[config.mk]
export PLATFORM = sky130hd
export DESIGN_NAME = ddal_core
export DESIGN_NICKNAME = d
export VERILOG_FILES = /design/src/ddal_pkg.sv /design/src/ddal_core.sv
export VERILOG_INCLUDE_DIRS = /design/src
export SDC_FILE = /design/constraint.sdc
export NUM_CORES = 1
export LEC_CHECK = 0
export ABC_AREA = 0
export BUFFER_PORTS_ARGS = -buffer_cell sky130_fd_sc_hd__buf_2
export CAP_MARGIN = 20
export CORE_ASPECT_RATIO = 0.9
export CORE_MARGIN = 3
export CORE_UTILIZATION = 35
export CTS_CLUSTER_DIAMETER = 120
export DETAILED_ROUTE_END_ITERATION = 16
export HOLD_SLACK_MARGIN = 0.03
export PLACE_DENSITY = 0.73
export SLEW_MARGIN = 10
export SYNTH_ARGS = -nofsm -noshare
export SYNTH_HDL_FRONTEND = slang
export SYNTH_SLANG_ARGS = --single-unit
[constraint.sdc]
create_clock -name clk -period 4.7 [get_ports clk]
set_input_delay 0.94 -clock clk [delete_from_list [all_inputs] [get_ports clk]]
set_output_delay 0.94 -clock clk [all_outputs]
set_load 0.005 [all_outputs]
[src/ddal_regs.svh]
// Constants for the decimal digit assist logic
`ifndef DDAL_REGS_SVH
`define DDAL_REGS_SVH
`define DDAL_EXCESS_DIGIT 4'h6
`define DDAL_NEG_SIGN_NIBBLE 4'h2
`define DDAL_ZONE_8BIT 4'hB
`define DDAL_ZONE_7BIT 4'h3
`define DDAL_ZERO_NIBBLE 4'h0
`define DDAL_DIGITS 4
`define DDAL_ALIGN_RST 2'h0
`define DDAL_COUNT_RST 2'h0
`define DDAL_WORD_RST 16'h0000
`define DDAL_ASCII_RST 32'h00000000
`define DDAL_MSN_POS 12
`define DDAL_SECOND_NIB_POS 8
`define DDAL_JUMP_RST 2'h0
`define DDAL_TRACK_N_RST 4'h0
`define DDAL_TRACK_RST 1'b1
`endif

[src/ddal_pkg.sv]
// Types for the decimal digit assist logic
package ddal_pkg;
   // Decimal ALU mode of the previous microinstruction
   typedef enum logic [1:0] {
      DDAL_POINT_ALIGN,
      DDAL_FETCH_MERGE,
      DDAL_UNLOAD_PACKED,
      DDAL_UNLOAD_UNPACKED
   } ddal_mode_t;
endpackage : ddal_pkg

[src/ddal_core.sv]
// Decimal digit assist logic: jump conditions, pack, excess-6 corrector, zero tracking
// Function
// - Operands are packed to BCD on entry and unpacked before storing when needed
// - Most significant digit sits at the lowest byte address
// - Arithmetic walks digits from least to most significant, high address downward
// - Alignment values give the byte position of the least significant digit
// - Jump condition decodes by the decimal ALU mode of the previous microinstruction
// - Point-align mode: jump condition equals destination alignment
// - Fetch-merge: count 0 gives 00, count above a+1 gives 11, else (n+3-a) mod 4
// - Unload packed: destination minus source alignment modulo 4
// - Unload unpacked: jump condition equals source alignment
// - Pack four ASCII digits from 32 bus bits into 16 BCD bits for ALU A
// - Negative sign under sign check puts 2 in the nibble the select chooses
// - Microcode touches the cache first, so packing never waits on a miss
// - Microcode adds 6 per digit before adding, making decimal carries natural
// - Corrector passes a carried nibble, else subtracts 6 modulo 16
// - Packed-correct gives 16-bit BCD; unpacked-correct expands to ASCII bytes
// - Four active-low nibble trackers NAND into one active-high zero track
// - Unpacked zone nibble is B in 8-bit mode, 3 in 7-bit mode
// - Trackers low with link 0; else match 6 or 0 over nibbles the condition picks
`timescale 1ns/1ps
`default_nettype none
`include "ddal_regs.svh"

module ddal_core import ddal_pkg::*; #(
   parameter int DIGITS = `DDAL_DIGITS
) (
   input wire logic clk, // 200 MHz processor clock
   input wire logic rst_b, // Asynchronous reset, active low
   input wire logic align_load, // Load the alignment flops
   input wire logic [1:0] dst_align_in, // Destination alignment of least significant digit
   input wire logic [1:0] src_align_in, // Source alignment of least significant digit
   input wire logic [1:0] byte_count_in, // Bytes left to process
   input wire logic mode_valid, // Current microinstruction names a decimal ALU mode
   input wire logic [1:0] alu_mode_in, // That mode code
   input wire logic [15:0] operand_bus_high, // Operand bus, high half
   input wire logic [15:0] operand_bus_low, // Operand bus, low half
   input wire logic sign_check_directive, // Check the sign while packing
   input wire logic sign_byte_select, // Sign sits in low byte of high bus
   input wire logic sign_is_negative, // Sign character decoded as negative
   input wire logic [15:0] high_alu_result, // Result from the high ALU slices
   input wire logic [3:0] high_alu_carry_out, // Per-nibble carry, bit 3 most significant
   input wire logic link, // Link bit
   input wire logic char_mode_8bit, // 1 for 8-bit characters, 0 for 7-bit
   output logic [1:0] decimal_jump_cond, // Two-bit decimal jump condition
   output logic [1:0] decimal_align_dst, // Destination alignment flops
   output logic [1:0] decimal_align_src, // Source alignment flops
   output logic [15:0] packed_operand, // Packed digits for ALU A input
   output logic [15:0] corrected_digits, // Packed-correct result
   output logic [31:0] unpacked_result, // Unpacked-correct ASCII result
   output logic [3:0] nibble_zero_track_n, // Per-nibble trackers, active low
   output logic zero_track // Nonzero digit skipped
);

   // The packed word and trackers are built for four digits only
   if (DIGITS != 4) begin : g_digit_check
      $error("ddal_core serves exactly four digits");
   end

   // Whole block state lives in one packed record
   typedef struct packed {
      logic [1:0] dst;
      logic [1:0] src;
      logic [1:0] cnt;
      ddal_mode_t mode;
      logic [1:0] jump;
      logic [15:0] packed_w;
      logic [15:0] corr;
      logic [31:0] ascii;
      logic [3:0] trk_n;
      logic trk;
   } ddal_state_t;

   ddal_state_t state_reg;
   ddal_state_t state_next;

   // Jump condition for one mode; a pure decode so no cycle is lost
   function automatic logic [1:0] ddal_jump_f(input ddal_mode_t m, input logic [1:0] a,
                                             input logic [1:0] s, input logic [1:0] n);
      logic [2:0] lim;
      lim = {1'b0, a} + 3'h1;
      unique case (m)
         DDAL_POINT_ALIGN: ddal_jump_f = a;
         DDAL_FETCH_MERGE: begin
            if (n == 2'h0) ddal_jump_f = 2'h0;
            else if ({1'b0, n} > lim) ddal_jump_f = 2'h3;
            else ddal_jump_f = 2'(n + 2'h3 - a);
         end
         DDAL_UNLOAD_PACKED: ddal_jump_f = 2'(a - s);
         DDAL_UNLOAD_UNPACKED: ddal_jump_f = s;
      endcase
   endfunction : ddal_jump_f

   // Excess-6 removal of one nibble
   function automatic logic [3:0] ddal_fix_f(input logic [3:0] nib, input logic c);
      ddal_fix_f = c ? nib : 4'(nib - `DDAL_EXCESS_DIGIT);
   endfunction : ddal_fix_f

   // Next-state logic
   always_comb begin
      logic [3:0] sel;
      logic [3:0] tgt;
      // Defaults keep both helpers free of latches
      sel = 4'h0;
      tgt = 4'h0;
      state_next = state_reg;
      // Alignment flops hold the least significant digit position
      if (align_load) begin
         state_next.dst = dst_align_in;
         state_next.src = src_align_in;
         state_next.cnt = byte_count_in;
      end
      // Mode latched so the following jump decodes by it
      if (mode_valid) state_next.mode = ddal_mode_t'(alu_mode_in);
      state_next.jump = ddal_jump_f(state_next.mode, state_next.dst,
                                    state_next.src, state_next.cnt);
      // Pack: keep the digit nibble of each byte, most significant at lowest address
      state_next.packed_w = {operand_bus_high[11:8], operand_bus_high[3:0],
                             operand_bus_low[11:8], operand_bus_low[3:0]};
      if (sign_check_directive && sign_is_negative) begin
         if (sign_byte_select)
            state_next.packed_w[`DDAL_SECOND_NIB_POS +: 4] = `DDAL_NEG_SIGN_NIBBLE;
         else
            state_next.packed_w[`DDAL_MSN_POS +: 4] = `DDAL_NEG_SIGN_NIBBLE;
      end
      // Correct every nibble and expand it in the same step
      for (int i = 0; i < 4; i++) begin
         state_next.corr[4*i +: 4] = ddal_fix_f(high_alu_result[4*i +: 4],
                                                high_alu_carry_out[i]);
         state_next.ascii[8*i +: 8] = {char_mode_8bit ? `DDAL_ZONE_8BIT : `DDAL_ZONE_7BIT,
                                       state_next.corr[4*i +: 4]};
      end
      // Nibbles checked: all, low two, or low three
      unique case (state_next.jump)
         2'h0: sel = 4'hF;
         2'h1, 2'h2: sel = 4'h3;
         2'h3: sel = 4'h7;
      endcase
      // Unchecked nibbles read as matching so only selected digits count
      for (int i = 0; i < 4; i++) begin
         tgt = high_alu_carry_out[i] ? `DDAL_ZERO_NIBBLE : `DDAL_EXCESS_DIGIT;
         state_next.trk_n[i] = link & (~sel[i] | (high_alu_result[4*i +: 4] == tgt));
      end
      // Any unmatched checked nibble means a nonzero digit was skipped
      state_next.trk = ~&state_next.trk_n;
   end

   // State register; digits walk from high address down under microcode control
   always_ff @(posedge clk or negedge rst_b) begin
      if (!rst_b) begin
         state_reg <= '{dst: `DDAL_ALIGN_RST, src: `DDAL_ALIGN_RST, cnt: `DDAL_COUNT_RST,
                        mode: DDAL_POINT_ALIGN, jump: `DDAL_JUMP_RST, packed_w: `DDAL_WORD_RST,
                        corr: `DDAL_WORD_RST, ascii: `DDAL_ASCII_RST, trk_n: `DDAL_TRACK_N_RST,
                        trk: `DDAL_TRACK_RST};
      end else begin
         state_reg <= state_next;
      end
   end

   // Outputs straight from the state flops; pack has no stall path, cache is hit first
   assign decimal_jump_cond = state_reg.jump;
   assign decimal_align_dst = state_reg.dst;
   assign decimal_align_src = state_reg.src;
   assign packed_operand = state_reg.packed_w;
   assign corrected_digits = state_reg.corr;
   assign unpacked_result = state_reg.ascii;
   assign nibble_zero_track_n = state_reg.trk_n;
   assign zero_track = state_reg.trk;

   // Checks on the registered outputs
   // Mode checks read the latched mode, just as the jump decode does
   property p_point;
      @(posedge clk) disable iff (!rst_b)
      state_reg.mode == DDAL_POINT_ALIGN |-> decimal_jump_cond == state_reg.dst;
   endproperty
   a_point: assert property (p_point) else $error("point-align jump wrong");

   property p_fetch_zero;
      @(posedge clk) disable iff (!rst_b)
      state_reg.mode == DDAL_FETCH_MERGE && state_reg.cnt == 2'h0 |-> decimal_jump_cond == 2'h0;
   endproperty
   a_fetch_zero: assert property (p_fetch_zero) else $error("fetch-merge zero wrong");

   property p_fetch_over;
      @(posedge clk) disable iff (!rst_b)
      state_reg.mode == DDAL_FETCH_MERGE && state_reg.cnt != 2'h0
         && {1'b0, state_reg.cnt} > ({1'b0, state_reg.dst} + 3'h1) |-> decimal_jump_cond == 2'h3;
   endproperty
   a_fetch_over: assert property (p_fetch_over) else $error("fetch-merge overrun wrong");

   property p_unl_pk;
      @(posedge clk) disable iff (!rst_b)
      state_reg.mode == DDAL_UNLOAD_PACKED |->
         decimal_jump_cond == 2'(state_reg.dst - state_reg.src);
   endproperty
   a_unl_pk: assert property (p_unl_pk) else $error("unload packed jump wrong");

   property p_unl_up;
      @(posedge clk) disable iff (!rst_b)
      state_reg.mode == DDAL_UNLOAD_UNPACKED |-> decimal_jump_cond == state_reg.src;
   endproperty
   a_unl_up: assert property (p_unl_up) else $error("unload unpacked jump wrong");

   property p_pack;
      @(posedge clk) disable iff (!rst_b)
      !sign_check_directive |=> packed_operand == {$past(operand_bus_high[11:8]),
         $past(operand_bus_high[3:0]), $past(operand_bus_low[11:8]), $past(operand_bus_low[3:0])};
   endproperty
   a_pack: assert property (p_pack) else $error("pack result wrong");

   property p_sign;
      @(posedge clk) disable iff (!rst_b)
      sign_check_directive && sign_is_negative && !sign_byte_select
         |=> packed_operand[15:12] == 4'h2;
   endproperty
   a_sign: assert property (p_sign) else $error("sign nibble wrong");

   property p_corr;
      @(posedge clk) disable iff (!rst_b)
      !high_alu_carry_out[0] |=> corrected_digits[3:0] == 4'($past(high_alu_result[3:0]) - 4'h6);
   endproperty
   a_corr: assert property (p_corr) else $error("excess-6 removal wrong");

   property p_zone;
      @(posedge clk) disable iff (!rst_b)
      1'b1 |=> unpacked_result[7:0] == {($past(char_mode_8bit) ? 4'hB : 4'h3),
                                        corrected_digits[3:0]};
   endproperty
   a_zone: assert property (p_zone) else $error("zone nibble wrong");

   property p_track;
      @(posedge clk) disable iff (!rst_b)
      !link |=> nibble_zero_track_n == 4'h0 && zero_track;
   endproperty
   a_track: assert property (p_track) else $error("zero track with link low wrong");

   // Latching checks seen at the ports: a new mode steers the next jump; fetch-merge remainder reads the latched state
   property p_point_next;
      @(posedge clk) disable iff (!rst_b)
      mode_valid && alu_mode_in == 2'h0 |=> decimal_jump_cond == decimal_align_dst;
   endproperty
   a_point_next: assert property (p_point_next) else $error("point-align latch wrong");

   property p_fetch_mid;
      @(posedge clk) disable iff (!rst_b)
      state_reg.mode == DDAL_FETCH_MERGE && state_reg.cnt != 2'h0
         && {1'b0, state_reg.cnt} <= ({1'b0, state_reg.dst} + 3'h1)
         |-> decimal_jump_cond == 2'(state_reg.cnt + 2'h3 - state_reg.dst);
   endproperty
   a_fetch_mid: assert property (p_fetch_mid) else $error("fetch-merge remainder wrong");

   property p_unl_pk_next;
      @(posedge clk) disable iff (!rst_b)
      mode_valid && alu_mode_in == 2'h2 |=>
         decimal_jump_cond == 2'(decimal_align_dst - decimal_align_src);
   endproperty
   a_unl_pk_next: assert property (p_unl_pk_next) else $error("unload packed latch");

   property p_unl_up_next;
      @(posedge clk) disable iff (!rst_b)
      mode_valid && alu_mode_in == 2'h3 |=> decimal_jump_cond == decimal_align_src;
   endproperty
   a_unl_up_next: assert property (p_unl_up_next) else $error("unload unpacked latch");

   // Alignment flops load on request and otherwise hold across the whole digit walk
   property p_align_load;
      @(posedge clk) disable iff (!rst_b)
      align_load |=> decimal_align_dst == $past(dst_align_in)
         && decimal_align_src == $past(src_align_in);
   endproperty
   a_align_load: assert property (p_align_load) else $error("alignment load wrong");

   property p_align_hold;
      @(posedge clk) disable iff (!rst_b)
      !align_load |=> $stable(decimal_align_dst) && $stable(decimal_align_src);
   endproperty
   a_align_hold: assert property (p_align_hold) else $error("alignment drifted");

   // Low-byte sign lands in the second nibble, leaving the top digit alone
   property p_sign_low;
      @(posedge clk) disable iff (!rst_b)
      sign_check_directive && sign_is_negative && sign_byte_select
         |=> packed_operand[11:8] == 4'h2
         && packed_operand[15:12] == $past(operand_bus_high[11:8]);
   endproperty
   a_sign_low: assert property (p_sign_low) else $error("low-byte sign nibble wrong");

   // A carried nibble passes the corrector untouched
   property p_corr_pass;
      @(posedge clk) disable iff (!rst_b)
      high_alu_carry_out[3] |=> corrected_digits[15:12] == $past(high_alu_result[15:12]);
   endproperty
   a_corr_pass: assert property (p_corr_pass) else $error("carried nibble altered");

   // Expansion reuses the corrected digits of the same step, zone on top
   property p_unpack;
      @(posedge clk) disable iff (!rst_b)
      unpacked_result[27:24] == corrected_digits[15:12]
         && unpacked_result[19:16] == corrected_digits[11:8]
         && unpacked_result[11:8] == corrected_digits[7:4];
   endproperty
   a_unpack: assert property (p_unpack) else $error("expanded digit wrong");

   property p_zone_hi;
      @(posedge clk) disable iff (!rst_b)
      1'b1 |=> unpacked_result[31:28] == ($past(char_mode_8bit) ? 4'hB : 4'h3);
   endproperty
   a_zone_hi: assert property (p_zone_hi) else $error("top zone nibble wrong");

   // Full matches clear the skip flag; a stray low digit raises it
   property p_track_six;
      @(posedge clk) disable iff (!rst_b)
      link && high_alu_result == 16'h6666 && high_alu_carry_out == 4'h0
         |=> nibble_zero_track_n == 4'hF && !zero_track;
   endproperty
   a_track_six: assert property (p_track_six) else $error("all-six match missed");

   property p_track_hit0;
      @(posedge clk) disable iff (!rst_b)
      link && high_alu_carry_out[0] && high_alu_result[3:0] == 4'h0 |=> nibble_zero_track_n[0];
   endproperty
   a_track_hit0: assert property (p_track_hit0) else $error("carried zero missed");

   property p_track_miss;
      @(posedge clk) disable iff (!rst_b)
      link && !high_alu_carry_out[0] && high_alu_result[3:0] != 4'h6
         |=> !nibble_zero_track_n[0] && zero_track;
   endproperty
   a_track_miss: assert property (p_track_miss) else $error("skip not flagged");

   // Main scenarios worth seeing at least once
   c_fetch_merge: cover property (@(posedge clk) disable iff (!rst_b)
      state_reg.mode == DDAL_FETCH_MERGE && decimal_jump_cond == 2'h2);
   c_neg_low: cover property (@(posedge clk) disable iff (!rst_b)
      sign_check_directive && sign_is_negative && sign_byte_select);
   c_no_skip: cover property (@(posedge clk) disable iff (!rst_b) link ##1 !zero_track);
   c_unl_pk: cover property (@(posedge clk) disable iff (!rst_b)
      state_reg.mode == DDAL_UNLOAD_PACKED && decimal_jump_cond == 2'h3);
   c_track_hit: cover property (@(posedge clk) disable iff (!rst_b)
      link && high_alu_carry_out == 4'hF && high_alu_result == 16'h0000);

endmodule : ddal_core
`default_nettype wire

== Yosys cells after proc, flatten, opt, wreduce, memory -nomap -nowiden ==
Cells that the tools add are included.
Storage, ports and cells
  register bits after elaboration: 79
  output and inout port bits: 75
  bits of input ports: 69
Cells by class
  $add $sub $neg: 8
  reduce and logical (&&, ||, !) cells: 7
  magnitude comparators: 1
  bitwise logic cells: 12
  multiplexer cells: 18
  equality and inequality tests: 10
Operators by type and width (count)
  4-bit 2-to-1 mux: 7
  4-bit by 3-bit equality test with 1-bit output: 4
  4-bit by 3-bit subtractor with 4-bit output (second input constant): 4
  3-bit 2-to-1 mux: 4
  4-bit one-hot mux with 3 select lines: 1
  2-bit equality test (second input constant): 4
  8-bit 2-to-1 mux: 1
  2-bit one-hot mux with 4 select lines: 1
  2-bit logical NOT: 3
  2-bit 2-to-1 mux: 3
  6-bit 2-to-1 mux: 1
  1-bit AND: 4
  2-bit by 1-bit equality test with 1-bit output (second input constant): 2
  1-bit inverter: 4
  1-bit bitwise OR: 4
  4-bit AND reduction: 1
  2-bit subtractor: 2
  2-bit by 1-bit adder with 3-bit output (second input constant): 1
  2-bit by 3-bit > comparator with 1-bit output: 1
  2-bit adder (second input constant): 1
  2-bit OR reduction: 1
  1-bit logical AND: 1
  1-bit logical NOT: 1

== Logic depth before layout (Yosys ltp) ==
Gate-level depths: netlist of the first run.
  depth after elaboration: 14
  gate-level depth with buffers: 14

== Worst setup path after synthesis of the first run ==
OpenSTA, ideal clock, no wires.
  path kind: input-to-reg
  start point: input port align_load
  end point: register state_reg (netlist bit zero_track)
  stages on the path: 12
  arrival: 3.230 ns
  setup slack: 1.404 ns
  setup time: 0.066 ns
  buffers on the path: 1
  required time: 4.634 ns
  cells stage by stage: buf_6 mux2i_1 inv_1 ha_1 inv_1 ha_1 a211oi_1 o21ai_0 a31o_2 ha_1 o21a_1 nand4_1
RTL lines
  from (decl): RTL line ddal_core.sv:30  | input wire logic align_load,
  to (signal assigned): RTL line ddal_core.sv:151  | state_reg <= '{dst: `DDAL_ALIGN_RST, src: `DDAL_ALIGN_RST, cnt: `DDAL_COUNT_RST,
  to (signal assigned): RTL line ddal_core.sv:156  | state_reg <= state_next;
  to (decl): RTL line ddal_core.sv:74  | ddal_state_t state_reg;

==> flow_results.xml, run 1 <==
<?xml version="1.0" encoding="UTF-8"?>
<metrics>
  <group name="status">
    <metric name="outcome" unit="">finished clean</metric>
  </group>
  <group name="cells_and_area">
    <metric name="fin_area" unit="sq um">2810</metric>
    <metric name="final_util" unit="%">41.3</metric>
    <metric name="layout.cells.non_filler" unit="">369</metric>
    <metric name="layout.nets" unit="">358</metric>
    <metric name="post_route_cells_drive_above_1_share" unit="%">51.3</metric>
    <metric name="diodes" unit="">0</metric>
    <metric name="largest_register_ffs" unit="">16</metric>
    <metric name="syn_to_final_growth" unit="%">11.2</metric>
  </group>
  <group name="sta">
    <metric name="timing.fmax" unit="MHz">298</metric>
    <metric name="rsz_0062_raised_after_global_routing" unit="">false</metric>
    <metric name="totalNegativeSetupSlack" unit="ns">0</metric>
    <metric name="hold_slack" unit="ns">0.569</metric>
    <metric name="finalCritPeriodShare" unit="%">71.5</metric>
    <metric name="worst_skew" unit="ns">0.00193</metric>
    <metric name="worst_pin_slew" unit="ns">0.562</metric>
    <metric name="timing.final.max_slew_violations" unit="">0</metric>
    <metric name="setup_viol" unit="">0</metric>
    <metric name="slew_headroom" unit="%">62.5</metric>
    <metric name="count_of_final_hold_check_violations" unit="">0</metric>
    <metric name="layout_min_cycle_time" unit="ns">3.36</metric>
    <metric name="postLayoutSetupSlackWorst" unit="ns">1.34</metric>
  </group>
  <group name="setup_path">
    <metric name="rrSetupSlack" unit="ns">1.91</metric>
    <metric name="r2r_cells" unit="">12</metric>
    <metric name="critical_path_depth" unit="">13</metric>
    <metric name="criticalPathCategory" unit="">primary input to flop</metric>
    <metric name="worstPathArrival" unit="ns">3.60</metric>
    <metric name="path_max_fanout" unit="">9</metric>
    <metric name="worst_path_max_delay_cell" unit="">sky130_fd_sc_hd__mux2i_1</metric>
    <metric name="crit-reg2reg-capture" unit="">zero_track$_DFF_PN1_</metric>
    <metric name="timing.rr.start" unit="">decimal_align_dst[0]$_DFF_PN0_</metric>
    <metric name="crit_path_cells" unit="">buf_2, mux2i_1, inv_1, ha_1, inv_1, ha_1, a21oi_1, a211oi_1, o21ai_0, a31o_2, ha_1, o21a_1, nand4_1</metric>
    <metric name="crit_buf_inv" unit="">3</metric>
    <metric name="critPathLaunch" unit="">align_load</metric>
    <metric name="critPathMostFrequentCell" unit="">sky130_fd_sc_hd__ha_1</metric>
    <metric name="worst_setup_path_start_kind" unit="">primary input</metric>
    <metric name="cpPeakStageDelay" unit="ns">0.42</metric>
    <metric name="cp-endpoint" unit="">zero_track$_DFF_PN1_</metric>
    <metric name="crit_path_end_kind" unit="">flop</metric>
    <metric name="worst_path_dominant_cell_family" unit="">compound AO/OA/AOI/OAI gates</metric>
    <metric name="critPathRequiredTime" unit="ns">4.93</metric>
  </group>
  <group name="placement">
    <metric name="gp_congestion" unit="">0.771</metric>
    <metric name="placement.io_buffers" unit="">123</metric>
    <metric name="hpwl" unit="um">3690</metric>
    <metric name="postPlaceCellArea" unit="sq um">2720</metric>
    <metric name="place_worst_setup_slack" unit="ns">0.993</metric>
    <metric name="placed_cell_count" unit="">362</metric>
  </group>
  <group name="global_routing">
    <metric name="globalRoute.totalOverflow" unit="">0</metric>
    <metric name="grt_pass1_wl" unit="um">6960</metric>
    <metric name="pin_count_of_the_biggest_net_entering_global_routing" unit="">27</metric>
    <metric name="antenna_found_initial" unit="">0</metric>
    <metric name="grt.total_usage" unit="%">10.8</metric>
    <metric name="grt_pass1_vias" unit="">1500</metric>
  </group>
  <group name="clock_tree">
    <metric name="clk_slew_on_worst_s_h_paths" unit="ns">0.09</metric>
    <metric name="postCtsSetupBuffers" unit="">0</metric>
    <metric name="clk-insertion-delay-late" unit="ns">0.29</metric>
    <metric name="cts_htree_levels" unit="">2</metric>
    <metric name="cts_max_path_buffers" unit="">2</metric>
    <metric name="ctsRootBufferMaster" unit="">sky130_fd_sc_hd__clkbuf_8</metric>
    <metric name="clock_sinks" unit="">49</metric>
    <metric name="cts-buffers-inserted" unit="">5</metric>
    <metric name="cts_hold_buf" unit="">0</metric>
    <metric name="cts_tree" unit="">done</metric>
    <metric name="postCtsResizedCells" unit="">0</metric>
  </group>
  <group name="synthesis">
    <metric name="postSynthRegisterBits" unit="">49</metric>
    <metric name="synth.yosys.seq_area_share" unit="%">48.6</metric>
    <metric name="synth-warning-count" unit="">0</metric>
    <metric name="synthSimpleGateAreaFrac" unit="%">8.57</metric>
    <metric name="synthesis.area_per_instance" unit="sq um">11.5</metric>
    <metric name="netlist_instances" unit="">220</metric>
    <metric name="synth.area.mux_share" unit="%">6.34</metric>
    <metric name="fraction_of_synthesized_cell_area_in_xor_and_xnor_cells" unit="%">3.81</metric>
    <metric name="adder_and_majority_gate_portion_of_the_synthesized_area" unit="%">4.95</metric>
    <metric name="netlist_area" unit="sq um">2530</metric>
    <metric name="dominant_combinational_cell_family_by_area_after_synthesis" unit="">buffers and inverters</metric>
    <metric name="synth_cell_type_count" unit="">35</metric>
    <metric name="synth_compound_area_share" unit="%">4.11</metric>
  </group>
  <group name="die">
    <metric name="dieHeight" unit="um">86.6</metric>
    <metric name="num_rows" unit="">28</metric>
    <metric name="initial_utilization" unit="%">37.2</metric>
    <metric name="die_w" unit="um">95.6</metric>
    <metric name="design.portCount" unit="">144</metric>
    <metric name="total_die_area" unit="sq um">8270</metric>
    <metric name="placeableCoreArea" unit="sq um">6800</metric>
  </group>
  <group name="flow_run">
    <metric name="drv_cap" unit="">0</metric>
  </group>
  <group name="route">
    <metric name="post_drt_via_cell_ratio" unit="">4.26</metric>
    <metric name="first_iter_violations" unit="">40</metric>
    <metric name="drc_violation_count_after_routing" unit="">0</metric>
    <metric name="total_routed_length" unit="um">4510</metric>
    <metric name="final_antenna_net_count" unit="">0</metric>
    <metric name="route.vias.total" unit="">1573</metric>
    <metric name="detailedRoute.firstPassIterationCount" unit="">4</metric>
    <metric name="wl_per_cell" unit="um">12.2</metric>
  </group>
  <group name="power">
    <metric name="total_leakage_power" unit="nW">1.44</metric>
    <metric name="vdd.ir_drop.worst" unit="mV">0.115</metric>
    <metric name="totalPowerFinal" unit="mW">0.904</metric>
    <metric name="p_per_area" unit="nW/um^2">322</metric>
  </group>
  <group name="worst_hold_path">
    <metric name="hold_path.class" unit="">flop to flop</metric>
  </group>
</metrics>
Yosys cell counts (all sizes together):
library cell / n / share of area, %
buf: 75 / 22
dfrtp: 48 / 48
ha: 10 / 5.0
mux2: 10 / 4.8
nor2: 8 / 1.2
and2: 7 / 1.7
xnor2: 7 / 2.4
inv: 6 / 0.89
a21oi: 5 / 0.99
mux2i: 4 / 1.6
xor2: 4 / 1.4
nand3: 3 / 0.59
nor2b: 3 / 0.74
nor3b: 3 / 0.89
a211oi: 2 / 0.59
a31o: 2 / 0.69
conb: 2 / 0.30
nand2: 2 / 0.30
nand2b: 2 / 0.50
nor3: 2 / 0.40
nor4b: 2 / 0.69
o211ai: 2 / 0.59
o21ai: 2 / 0.40
a31oi: 1 / 0.25
and3: 1 / 0.25
and3b: 1 / 0.35
dfstp: 1 / 1.0
nand3b: 1 / 0.30
nand4: 1 / 0.25
o21a: 1 / 0.30
o31ai: 1 / 0.30
or4b: 1 / 0.40
where the power goes:
part           switching, mW  total (mW)  internal, mW
Combinational         0.0902       0.185        0.0946
Clock                  0.131       0.247         0.116
Sequential            0.0147       0.472         0.457
worst min-delay path by stage:
stage               cells after the start                              to  slack [ns]                           start
finish                                  1  decimal_align_src[1]$_DFF_PN0_        0.57  decimal_align_src[1]$_DFF_PN0_
floorplan                               2         state_reg[73]$_DFF_PN0_        0.50         state_reg[73]$_DFF_PN0_
global route                            1  decimal_align_src[1]$_DFF_PN0_        0.60  decimal_align_src[1]$_DFF_PN0_
global placement                        2         state_reg[73]$_DFF_PN0_        0.53         state_reg[73]$_DFF_PN0_
CTS                                     1  decimal_align_src[1]$_DFF_PN0_        0.57  decimal_align_src[1]$_DFF_PN0_
detailed placement                      1  decimal_align_src[1]$_DFF_PN0_        0.55  decimal_align_src[1]$_DFF_PN0_
layer usage:
layer / GRT usage, % / wire length, um
met1: 13.4 / 1800
met2: 17.2 / 2080
met3: 4.34 / 602
met4: 3.23 / 31
met5: 0 / 0
cells by family after synthesis:
group | after synthesis
buffers and inverters | 81
AO/OA/AOI/OAI | 16
adder cells (fa/ha/maj) | 10
other | 2
flip-flops | 49
XOR/XNOR | 11
multiplexers | 14
AND/OR/NAND/NOR | 37
layout by cell type (no fill, tap or decap), types with 2 or more instances in the layout:
cell type and n:
sky130_fd_sc_hd__ha_1 10, sky130_fd_sc_hd__xnor2_1 7, sky130_fd_sc_hd__clkbuf_8 6, sky130_fd_sc_hd__nand2b_1 2, sky130_fd_sc_hd__o21ai_0 2, sky130_fd_sc_hd__and2_1 7, sky130_fd_sc_hd__a211oi_1 2, sky130_fd_sc_hd__nor4b_1 2
sky130_fd_sc_hd__conb_1 5, sky130_fd_sc_hd__nor2b_1 3, sky130_fd_sc_hd__nand3_1 3, sky130_fd_sc_hd__mux2i_1 4, sky130_fd_sc_hd__nor2_1 8, sky130_fd_sc_hd__nand2_1 2, sky130_fd_sc_hd__mux2_2 8, sky130_fd_sc_hd__inv_1 6
sky130_fd_sc_hd__dfrtp_1 48, sky130_fd_sc_hd__buf_2 123, sky130_fd_sc_hd__xor2_1 4, sky130_fd_sc_hd__mux2_4 2, sky130_fd_sc_hd__o211ai_1 2, sky130_fd_sc_hd__nor3_1 2, sky130_fd_sc_hd__a21oi_1 5, sky130_fd_sc_hd__nor3b_1 3
layout make-up:
class	count	area [sq um]
Tap cell	90	113
Clock buffer	6	82.6
Timing Repair Buffer	124	636
Sequential cell	49	1230
Clock inverter	1	7.51
Multi-Input combinational cell	93	721
Inverter	6	22.5
Fill cell	659	3990
Power figures use the tool's default switching activity.
==> run 2, diff against run 1 <==
==> constraint.sdc (replaced) <==
create_clock -name clk -period 3.4 [get_ports clk]
set_input_delay 0.68 -clock clk [delete_from_list [all_inputs] [get_ports clk]]
set_output_delay 0.68 -clock clk [all_outputs]
set_load 0.005 [all_outputs]
==> run 2 against run 1 <==
Against the previous run: design area up 1.0%; clock power grew 67%; register-to-register slack got worse by 1.2 ns; combinational power up 39%; die area unchanged; via count fell by 0.32%; clock skew up 0.0079 ns; cell count increased by 0.54%; critical path depth is the same; largest cell class unchanged; worst hold slack worse by 0.19 ns.
==> flow_results.xml, run 2 (same netlist as run 1, synthesis figures left out) <==
<?xml version="1.0" encoding="UTF-8"?>
<metrics>
  <group name="die">
    <metric name="die_w" unit="um">95.6</metric>
    <metric name="design.portCount" unit="">144</metric>
    <metric name="initial_utilization" unit="%">37.2</metric>
    <metric name="dieHeight" unit="um">86.6</metric>
    <metric name="total_die_area" unit="sq um">8270</metric>
    <metric name="num_rows" unit="">28</metric>
    <metric name="placeableCoreArea" unit="sq um">6800</metric>
  </group>
  <group name="clock_tree">
    <metric name="postCtsResizedCells" unit="">0</metric>
    <metric name="cts-buffers-inserted" unit="">5</metric>
    <metric name="ctsRootBufferMaster" unit="">sky130_fd_sc_hd__clkbuf_8</metric>
    <metric name="cts_tree" unit="">done</metric>
    <metric name="cts_hold_buf" unit="">0</metric>
    <metric name="cts_max_path_buffers" unit="">2</metric>
    <metric name="postCtsSetupBuffers" unit="">0</metric>
    <metric name="cts_htree_levels" unit="">2</metric>
    <metric name="clock_sinks" unit="">49</metric>
    <metric name="clk_slew_on_worst_s_h_paths" unit="ns">0.10</metric>
    <metric name="clk-insertion-delay-late" unit="ns">0.30</metric>
  </group>
  <group name="route">
    <metric name="final_antenna_net_count" unit="">0</metric>
    <metric name="drc_violation_count_after_routing" unit="">0</metric>
    <metric name="detailedRoute.firstPassIterationCount" unit="">4</metric>
    <metric name="route.vias.total" unit="">1568</metric>
    <metric name="first_iter_violations" unit="">36</metric>
    <metric name="post_drt_via_cell_ratio" unit="">4.23</metric>
    <metric name="total_routed_length" unit="um">4530</metric>
    <metric name="wl_per_cell" unit="um">12.2</metric>
  </group>
  <group name="setup_path">
    <metric name="r2r_cells" unit="">12</metric>
    <metric name="worst_setup_path_start_kind" unit="">primary input</metric>
    <metric name="path_max_fanout" unit="">9</metric>
    <metric name="crit_path_end_kind" unit="">flop</metric>
    <metric name="cpPeakStageDelay" unit="ns">0.36</metric>
    <metric name="crit_path_cells" unit="">buf_2, mux2_4, ha_1, inv_1, ha_1, a21oi_1, a211oi_1, o21ai_0, a31o_2, ha_1, o31ai_1, and2_1, nand4_1</metric>
    <metric name="criticalPathCategory" unit="">primary input to flop</metric>
    <metric name="worstPathArrival" unit="ns">3.13</metric>
    <metric name="worst_path_max_delay_cell" unit="">sky130_fd_sc_hd__mux2_4</metric>
    <metric name="critPathMostFrequentCell" unit="">sky130_fd_sc_hd__ha_1</metric>
    <metric name="critPathRequiredTime" unit="ns">3.61</metric>
  </group>
  <group name="global_routing">
    <metric name="grt.total_usage" unit="%">10.8</metric>
    <metric name="pin_count_of_the_biggest_net_entering_global_routing" unit="">27</metric>
    <metric name="grt_pass1_wl" unit="um">6840</metric>
    <metric name="antenna_found_initial" unit="">0</metric>
    <metric name="global_route.usage.met3" unit="%">3.91</metric>
    <metric name="groute.layer.met2.usage" unit="%">17.1</metric>
    <metric name="grt_pass1_vias" unit="">1473</metric>
    <metric name="gr-usage-met1" unit="%">13.8</metric>
    <metric name="globalRoute.totalOverflow" unit="">0</metric>
    <metric name="globalRoute.busiestLayer" unit="">met2</metric>
  </group>
  <group name="power">
    <metric name="power.clock.fraction" unit="%">31.2</metric>
    <metric name="power_frac_comb" unit="%">19.5</metric>
    <metric name="share_seq_of_total_power" unit="%">49.3</metric>
    <metric name="internal_power" unit="mW">0.986</metric>
    <metric name="vdd.ir_drop.worst" unit="mV">0.195</metric>
    <metric name="p_per_area" unit="nW/um^2">466</metric>
    <metric name="total_leakage_power" unit="nW">1.46</metric>
    <metric name="switching_share" unit="%">25.5</metric>
    <metric name="switching_power" unit="mW">0.337</metric>
  </group>
  <group name="cells_and_area">
    <metric name="area.sequential" unit="sq um">1230</metric>
    <metric name="syn_to_final_growth" unit="%">12.3</metric>
    <metric name="post_route_cells_drive_above_1_share" unit="%">51.2</metric>
    <metric name="diodes" unit="">0</metric>
    <metric name="final_common_cell" unit="">sky130_fd_sc_hd__buf_2</metric>
    <metric name="n_fill_cell" unit="">668</metric>
    <metric name="final_cell_mix" unit="">sky130_fd_sc_hd__buf_2 (123), sky130_fd_sc_hd__dfrtp_1 (48), sky130_fd_sc_hd__ha_1 (10)</metric>
    <metric name="layout.cells.non_filler" unit="">371</metric>
    <metric name="largest_register_ffs" unit="">16</metric>
    <metric name="area_used_by_multi_input_combinational_logic" unit="sq um">721</metric>
    <metric name="layout.nets" unit="">359</metric>
  </group>
  <group name="placement">
    <metric name="placed_cell_count" unit="">363</metric>
    <metric name="place_worst_setup_slack" unit="ns">0.128</metric>
    <metric name="gp_congestion" unit="">0.769</metric>
    <metric name="placement.io_buffers" unit="">123</metric>
    <metric name="hpwl" unit="um">3660</metric>
  </group>
  <group name="sta">
    <metric name="rsz_0062_raised_after_global_routing" unit="">false</metric>
    <metric name="timing.fmax" unit="MHz">343</metric>
    <metric name="totalNegativeSetupSlack" unit="ns">0</metric>
    <metric name="worst_pin_slew" unit="ns">0.609</metric>
    <metric name="count_of_final_hold_check_violations" unit="">0</metric>
    <metric name="layout_min_cycle_time" unit="ns">2.92</metric>
    <metric name="slew_headroom" unit="%">59.4</metric>
    <metric name="setup_viol" unit="">0</metric>
    <metric name="postLayoutSetupSlackWorst" unit="ns">0.484</metric>
    <metric name="timing.final.max_slew_violations" unit="">0</metric>
    <metric name="worst_skew" unit="ns">0.00985</metric>
    <metric name="finalCritPeriodShare" unit="%">85.8</metric>
  </group>
  <group name="worst_hold_path">
    <metric name="hold_path.class" unit="">primary input to async pin</metric>
  </group>
  <group name="status">
    <metric name="outcome" unit="">finished clean</metric>
  </group>
  <group name="flow_run">
    <metric name="drv_cap" unit="">0</metric>
  </group>
</metrics>
run 2: cell types whose count changed in the layout (fill, tap and decap cells not counted), sizes merged:
cell,change
bufinv,+1
buf,+1
clkinv,+1
clkinvlp,-1
run 2: path summary, 6_finish.rpt:
kind	from	slack (ns)	endpoint
max in group asynchronous	rst_b	2.40	zero_track$_DFF_PN1_
worst min-delay path	rst_b	0.38	decimal_align_src[1]$_DFF_PN0_
worst min register to register	decimal_align_dst[0]$_DFF_PN0_	0.56	decimal_align_dst[0]$_DFF_PN0_
worst max-delay path	align_load	0.48	zero_track$_DFF_PN1_
worst max register to register	decimal_align_dst[1]$_DFF_PN0_	0.72	zero_track$_DFF_PN1_
min in group clk	operand_bus_low[8]	0.48	packed_operand[4]$_DFF_PN0_
run 2: worst max-delay path: cells and delay by family:
family                   cells  cell delay [ns]
AND/OR/NAND/NOR              2             0.26
buffers and inverters        2             0.25
adder cells (fa/ha/maj)      3             0.77
AO/OA/AOI/OAI                5             0.81
multiplexers                 1             0.36
run 2: area by class of cell:
cell class                      instances  area share (%)
Clock inverter                          2            1.37
Timing Repair Buffer                  125            22.7
Inverter                                6           0.794
Multi-Input combinational cell         93            25.4
Sequential cell                        49            43.3
Clock buffer                            6            2.56
Tap cell                               90            3.97
run 2: power by group through the flow:
stage          sequential [mW]  combinational (mW)  clock, mW
2_1_floorplan            0.661               0.215          0
3_3_place_gp             0.662               0.257          0
3_5_place_dp             0.664               0.265          0
4_1_cts                  0.653               0.266      0.434
5_1_grt                  0.660               0.296      0.461
6_report                 0.652               0.258      0.413
run 2: metrics by stage:
stage	hold slack (ns)	cell area (sq um)	power, mW	util [%]
2_1_floorplan	0.384	2540	0.876	-
3_3_place_gp	0.535	2710	0.920	39.8
5_1_grt	0.417	2840	1.42	41.8
3_5_place_dp	0.534	2730	0.929	40.1
6_report	0.383	2840	1.32	41.8
4_1_cts	0.387	2840	1.35	41.8
run 2: layer usage:
metal  up-vias  routed length [um]  part of all wire [%]
met1       716                1870                    41
met5         -                   0                     0
met4         0                  35                  0.77
li1        759                   -                     -
met3         5                 530                    12
met2        88                2090                    46
==> run 3, diff against run 2 <==
==> constraint.sdc (replaced) <==
create_clock -name clk -period 3.4 [get_ports clk]
set_input_delay 0.34 -clock clk [delete_from_list [all_inputs] [get_ports clk]]
set_output_delay 0.34 -clock clk [all_outputs]
set_load 0.005 [all_outputs]
==> run 3 against run 2 <==
Against the previous run: setup slack improved by 0.21 ns; design area shrank 0.88%; largest power group unchanged; combinational power is essentially flat; core utilization shrank 0.37 points; critical path depth fell by 2; clock skew is 0.0030 ns lower; sequential cell count is the same; global-route usage fell by 0.059 points; sequential power about the same; cell count unchanged; register-to-register slack worse by 0.02 ns.
==> flow_results.xml, run 3 (same netlist as run 1, synthesis figures left out) <==
<?xml version="1.0" encoding="UTF-8"?>
<metrics>
  <group name="sta">
    <metric name="rsz_0062_raised_after_global_routing" unit="">false</metric>
    <metric name="setup_viol" unit="">0</metric>
    <metric name="totalNegativeSetupSlack" unit="ns">0</metric>
    <metric name="count_of_final_hold_check_violations" unit="">0</metric>
    <metric name="worst_skew" unit="ns">0.00683</metric>
    <metric name="worst_pin_slew" unit="ns">0.583</metric>
    <metric name="timing.final.max_slew_violations" unit="">0</metric>
    <metric name="slew_headroom" unit="%">61.2</metric>
    <metric name="finalCritPeriodShare" unit="%">79.5</metric>
    <metric name="layout_min_cycle_time" unit="ns">2.70</metric>
    <metric name="timing.fmax" unit="MHz">370</metric>
  </group>
  <group name="route">
    <metric name="post_drt_via_cell_ratio" unit="">4.26</metric>
    <metric name="total_routed_length" unit="um">4470</metric>
    <metric name="first_iter_violations" unit="">35</metric>
    <metric name="drc_violation_count_after_routing" unit="">0</metric>
    <metric name="route.vias.total" unit="">1581</metric>
    <metric name="detailedRoute.firstPassIterationCount" unit="">4</metric>
    <metric name="final_antenna_net_count" unit="">0</metric>
    <metric name="wl_per_cell" unit="um">12.0</metric>
  </group>
  <group name="placement">
    <metric name="placement.io_buffers" unit="">123</metric>
    <metric name="placed_cell_count" unit="">363</metric>
    <metric name="gp_congestion" unit="">0.784</metric>
    <metric name="hpwl" unit="um">3650</metric>
  </group>
  <group name="worst_hold_path">
    <metric name="hold_path.class" unit="">primary input to async pin</metric>
  </group>
  <group name="die">
    <metric name="die_w" unit="um">95.6</metric>
    <metric name="design.portCount" unit="">144</metric>
    <metric name="initial_utilization" unit="%">37.2</metric>
    <metric name="dieHeight" unit="um">86.6</metric>
    <metric name="placeableCoreArea" unit="sq um">6800</metric>
    <metric name="num_rows" unit="">28</metric>
    <metric name="total_die_area" unit="sq um">8270</metric>
  </group>
  <group name="cells_and_area">
    <metric name="final_common_cell" unit="">sky130_fd_sc_hd__buf_2</metric>
    <metric name="final_cell_mix" unit="">sky130_fd_sc_hd__buf_2 (123), sky130_fd_sc_hd__dfrtp_1 (48), sky130_fd_sc_hd__ha_1 (10)</metric>
    <metric name="syn_to_final_growth" unit="%">11.3</metric>
    <metric name="n_fill_cell" unit="">644</metric>
    <metric name="post_route_cells_drive_above_1_share" unit="%">51.2</metric>
    <metric name="layout.nets" unit="">359</metric>
    <metric name="largest_register_ffs" unit="">16</metric>
    <metric name="layout.cells.non_filler" unit="">371</metric>
    <metric name="diodes" unit="">0</metric>
  </group>
  <group name="clock_tree">
    <metric name="cts_max_path_buffers" unit="">2</metric>
    <metric name="postCtsSetupBuffers" unit="">0</metric>
    <metric name="cts_tree" unit="">done</metric>
    <metric name="cts_hold_buf" unit="">0</metric>
    <metric name="cts-buffers-inserted" unit="">5</metric>
    <metric name="cts_htree_levels" unit="">2</metric>
    <metric name="clk_slew_on_worst_s_h_paths" unit="ns">0.09</metric>
    <metric name="ctsRootBufferMaster" unit="">sky130_fd_sc_hd__clkbuf_8</metric>
    <metric name="clk-insertion-delay-late" unit="ns">0.30</metric>
    <metric name="clock_sinks" unit="">49</metric>
    <metric name="postCtsResizedCells" unit="">0</metric>
  </group>
  <group name="global_routing">
    <metric name="grt_pass1_vias" unit="">1465</metric>
    <metric name="grt.total_usage" unit="%">10.7</metric>
    <metric name="grt_pass1_wl" unit="um">6840</metric>
    <metric name="pin_count_of_the_biggest_net_entering_global_routing" unit="">26</metric>
    <metric name="antenna_found_initial" unit="">0</metric>
    <metric name="globalRoute.totalOverflow" unit="">0</metric>
  </group>
  <group name="setup_path">
    <metric name="critPathLaunch" unit="">decimal_align_dst[1]$_DFF_PN0_</metric>
    <metric name="crit_path_end_kind" unit="">flop</metric>
    <metric name="critPathRequiredTime" unit="ns">3.62</metric>
    <metric name="timing.rr.start" unit="">decimal_align_dst[1]$_DFF_PN0_</metric>
    <metric name="rrSetupSlack" unit="ns">0.70</metric>
    <metric name="r2r_cells" unit="">11</metric>
    <metric name="crit-reg2reg-capture" unit="">zero_track$_DFF_PN1_</metric>
    <metric name="cp-endpoint" unit="">zero_track$_DFF_PN1_</metric>
    <metric name="criticalPathCategory" unit="">flop to flop</metric>
    <metric name="path_max_fanout" unit="">6</metric>
    <metric name="worst_setup_path_start_kind" unit="">flop</metric>
    <metric name="worstPathArrival" unit="ns">2.92</metric>
  </group>
  <group name="power">
    <metric name="total_leakage_power" unit="nW">1.45</metric>
    <metric name="vdd.ir_drop.worst" unit="mV">0.152</metric>
    <metric name="totalPowerFinal" unit="mW">1.25</metric>
    <metric name="p_per_area" unit="nW/um^2">444</metric>
  </group>
  <group name="status">
    <metric name="outcome" unit="">finished clean</metric>
  </group>
  <group name="flow_run">
    <metric name="drv_cap" unit="">0</metric>
  </group>
</metrics>
run 3: per-stage QoR:
step                hold slack (ns)  worst slack (ns)  area [sq um]  utilization (%)
global route                 0.0647             0.529          2810             41.4
global placement              0.448             0.548          2710             39.8
floorplan                    0.0444             0.704          2540                -
finish                       0.0368             0.698          2810             41.4
detailed placement            0.378             0.460          2730             40.1
CTS                          0.0437             0.686          2810             41.4
run 3: layer usage:
metal / vias to the layer above / wire (um) / GRT usage (%)
met4: 0 / 31 / 3.10
met3: 5 / 550 / 3.91
met1: 725 / 1830 / 13.3
li1: 762 / - / -
met2: 89 / 2050 / 17.5
met5: - / 0 / 0
run 3: area by class of cell:
class,count,area (sq um),share of cell area (%)
Clock inverter,2,13.8,0.489
Tap cell,90,113,4.00
Timing Repair Buffer,125,643,22.9
Clock buffer,6,72.6,2.58
Sequential cell,49,1230,43.6
Inverter,6,22.5,0.801
Multi-Input combinational cell,93,721,25.6
run 3: worst max-delay path, cell delays in order (launching register included):
cell,delay [ns]
sky130_fd_sc_hd__dfrtp_1,0.41
sky130_fd_sc_hd__mux2_4,0.32
sky130_fd_sc_hd__ha_1,0.28
sky130_fd_sc_hd__inv_1,0.04
sky130_fd_sc_hd__ha_1,0.28
sky130_fd_sc_hd__a211oi_1,0.33
sky130_fd_sc_hd__o21ai_0,0.16
sky130_fd_sc_hd__a31o_2,0.26
sky130_fd_sc_hd__ha_1,0.21
sky130_fd_sc_hd__o31ai_1,0.07
sky130_fd_sc_hd__and2_1,0.18
sky130_fd_sc_hd__nand4_1,0.09
run 3: how the worst min path moves through the flow:
stage	end	from	slack, ns
after floorplan	corrected_digits[0]$_DFF_PN0_	rst_b	0.04
after global placement	packed_operand[2]$_DFF_PN0_	operand_bus_low[2]	0.45
after CTS	corrected_digits[1]$_DFF_PN0_	rst_b	0.04
after global routing	nibble_zero_track_n[0]$_DFF_PN0_	rst_b	0.06
final	corrected_digits[14]$_DFF_PN0_	rst_b	0.04
after detailed placement	corrected_digits[14]$_DFF_PN0_	rst_b	0.38
run 3: power breakdown:
part           internal, mW  total [mW]  switching [mW]
registers             0.632       0.651          0.0196
logic                 0.133       0.258           0.126
clock network         0.147       0.339           0.192
total                 0.911        1.25           0.337
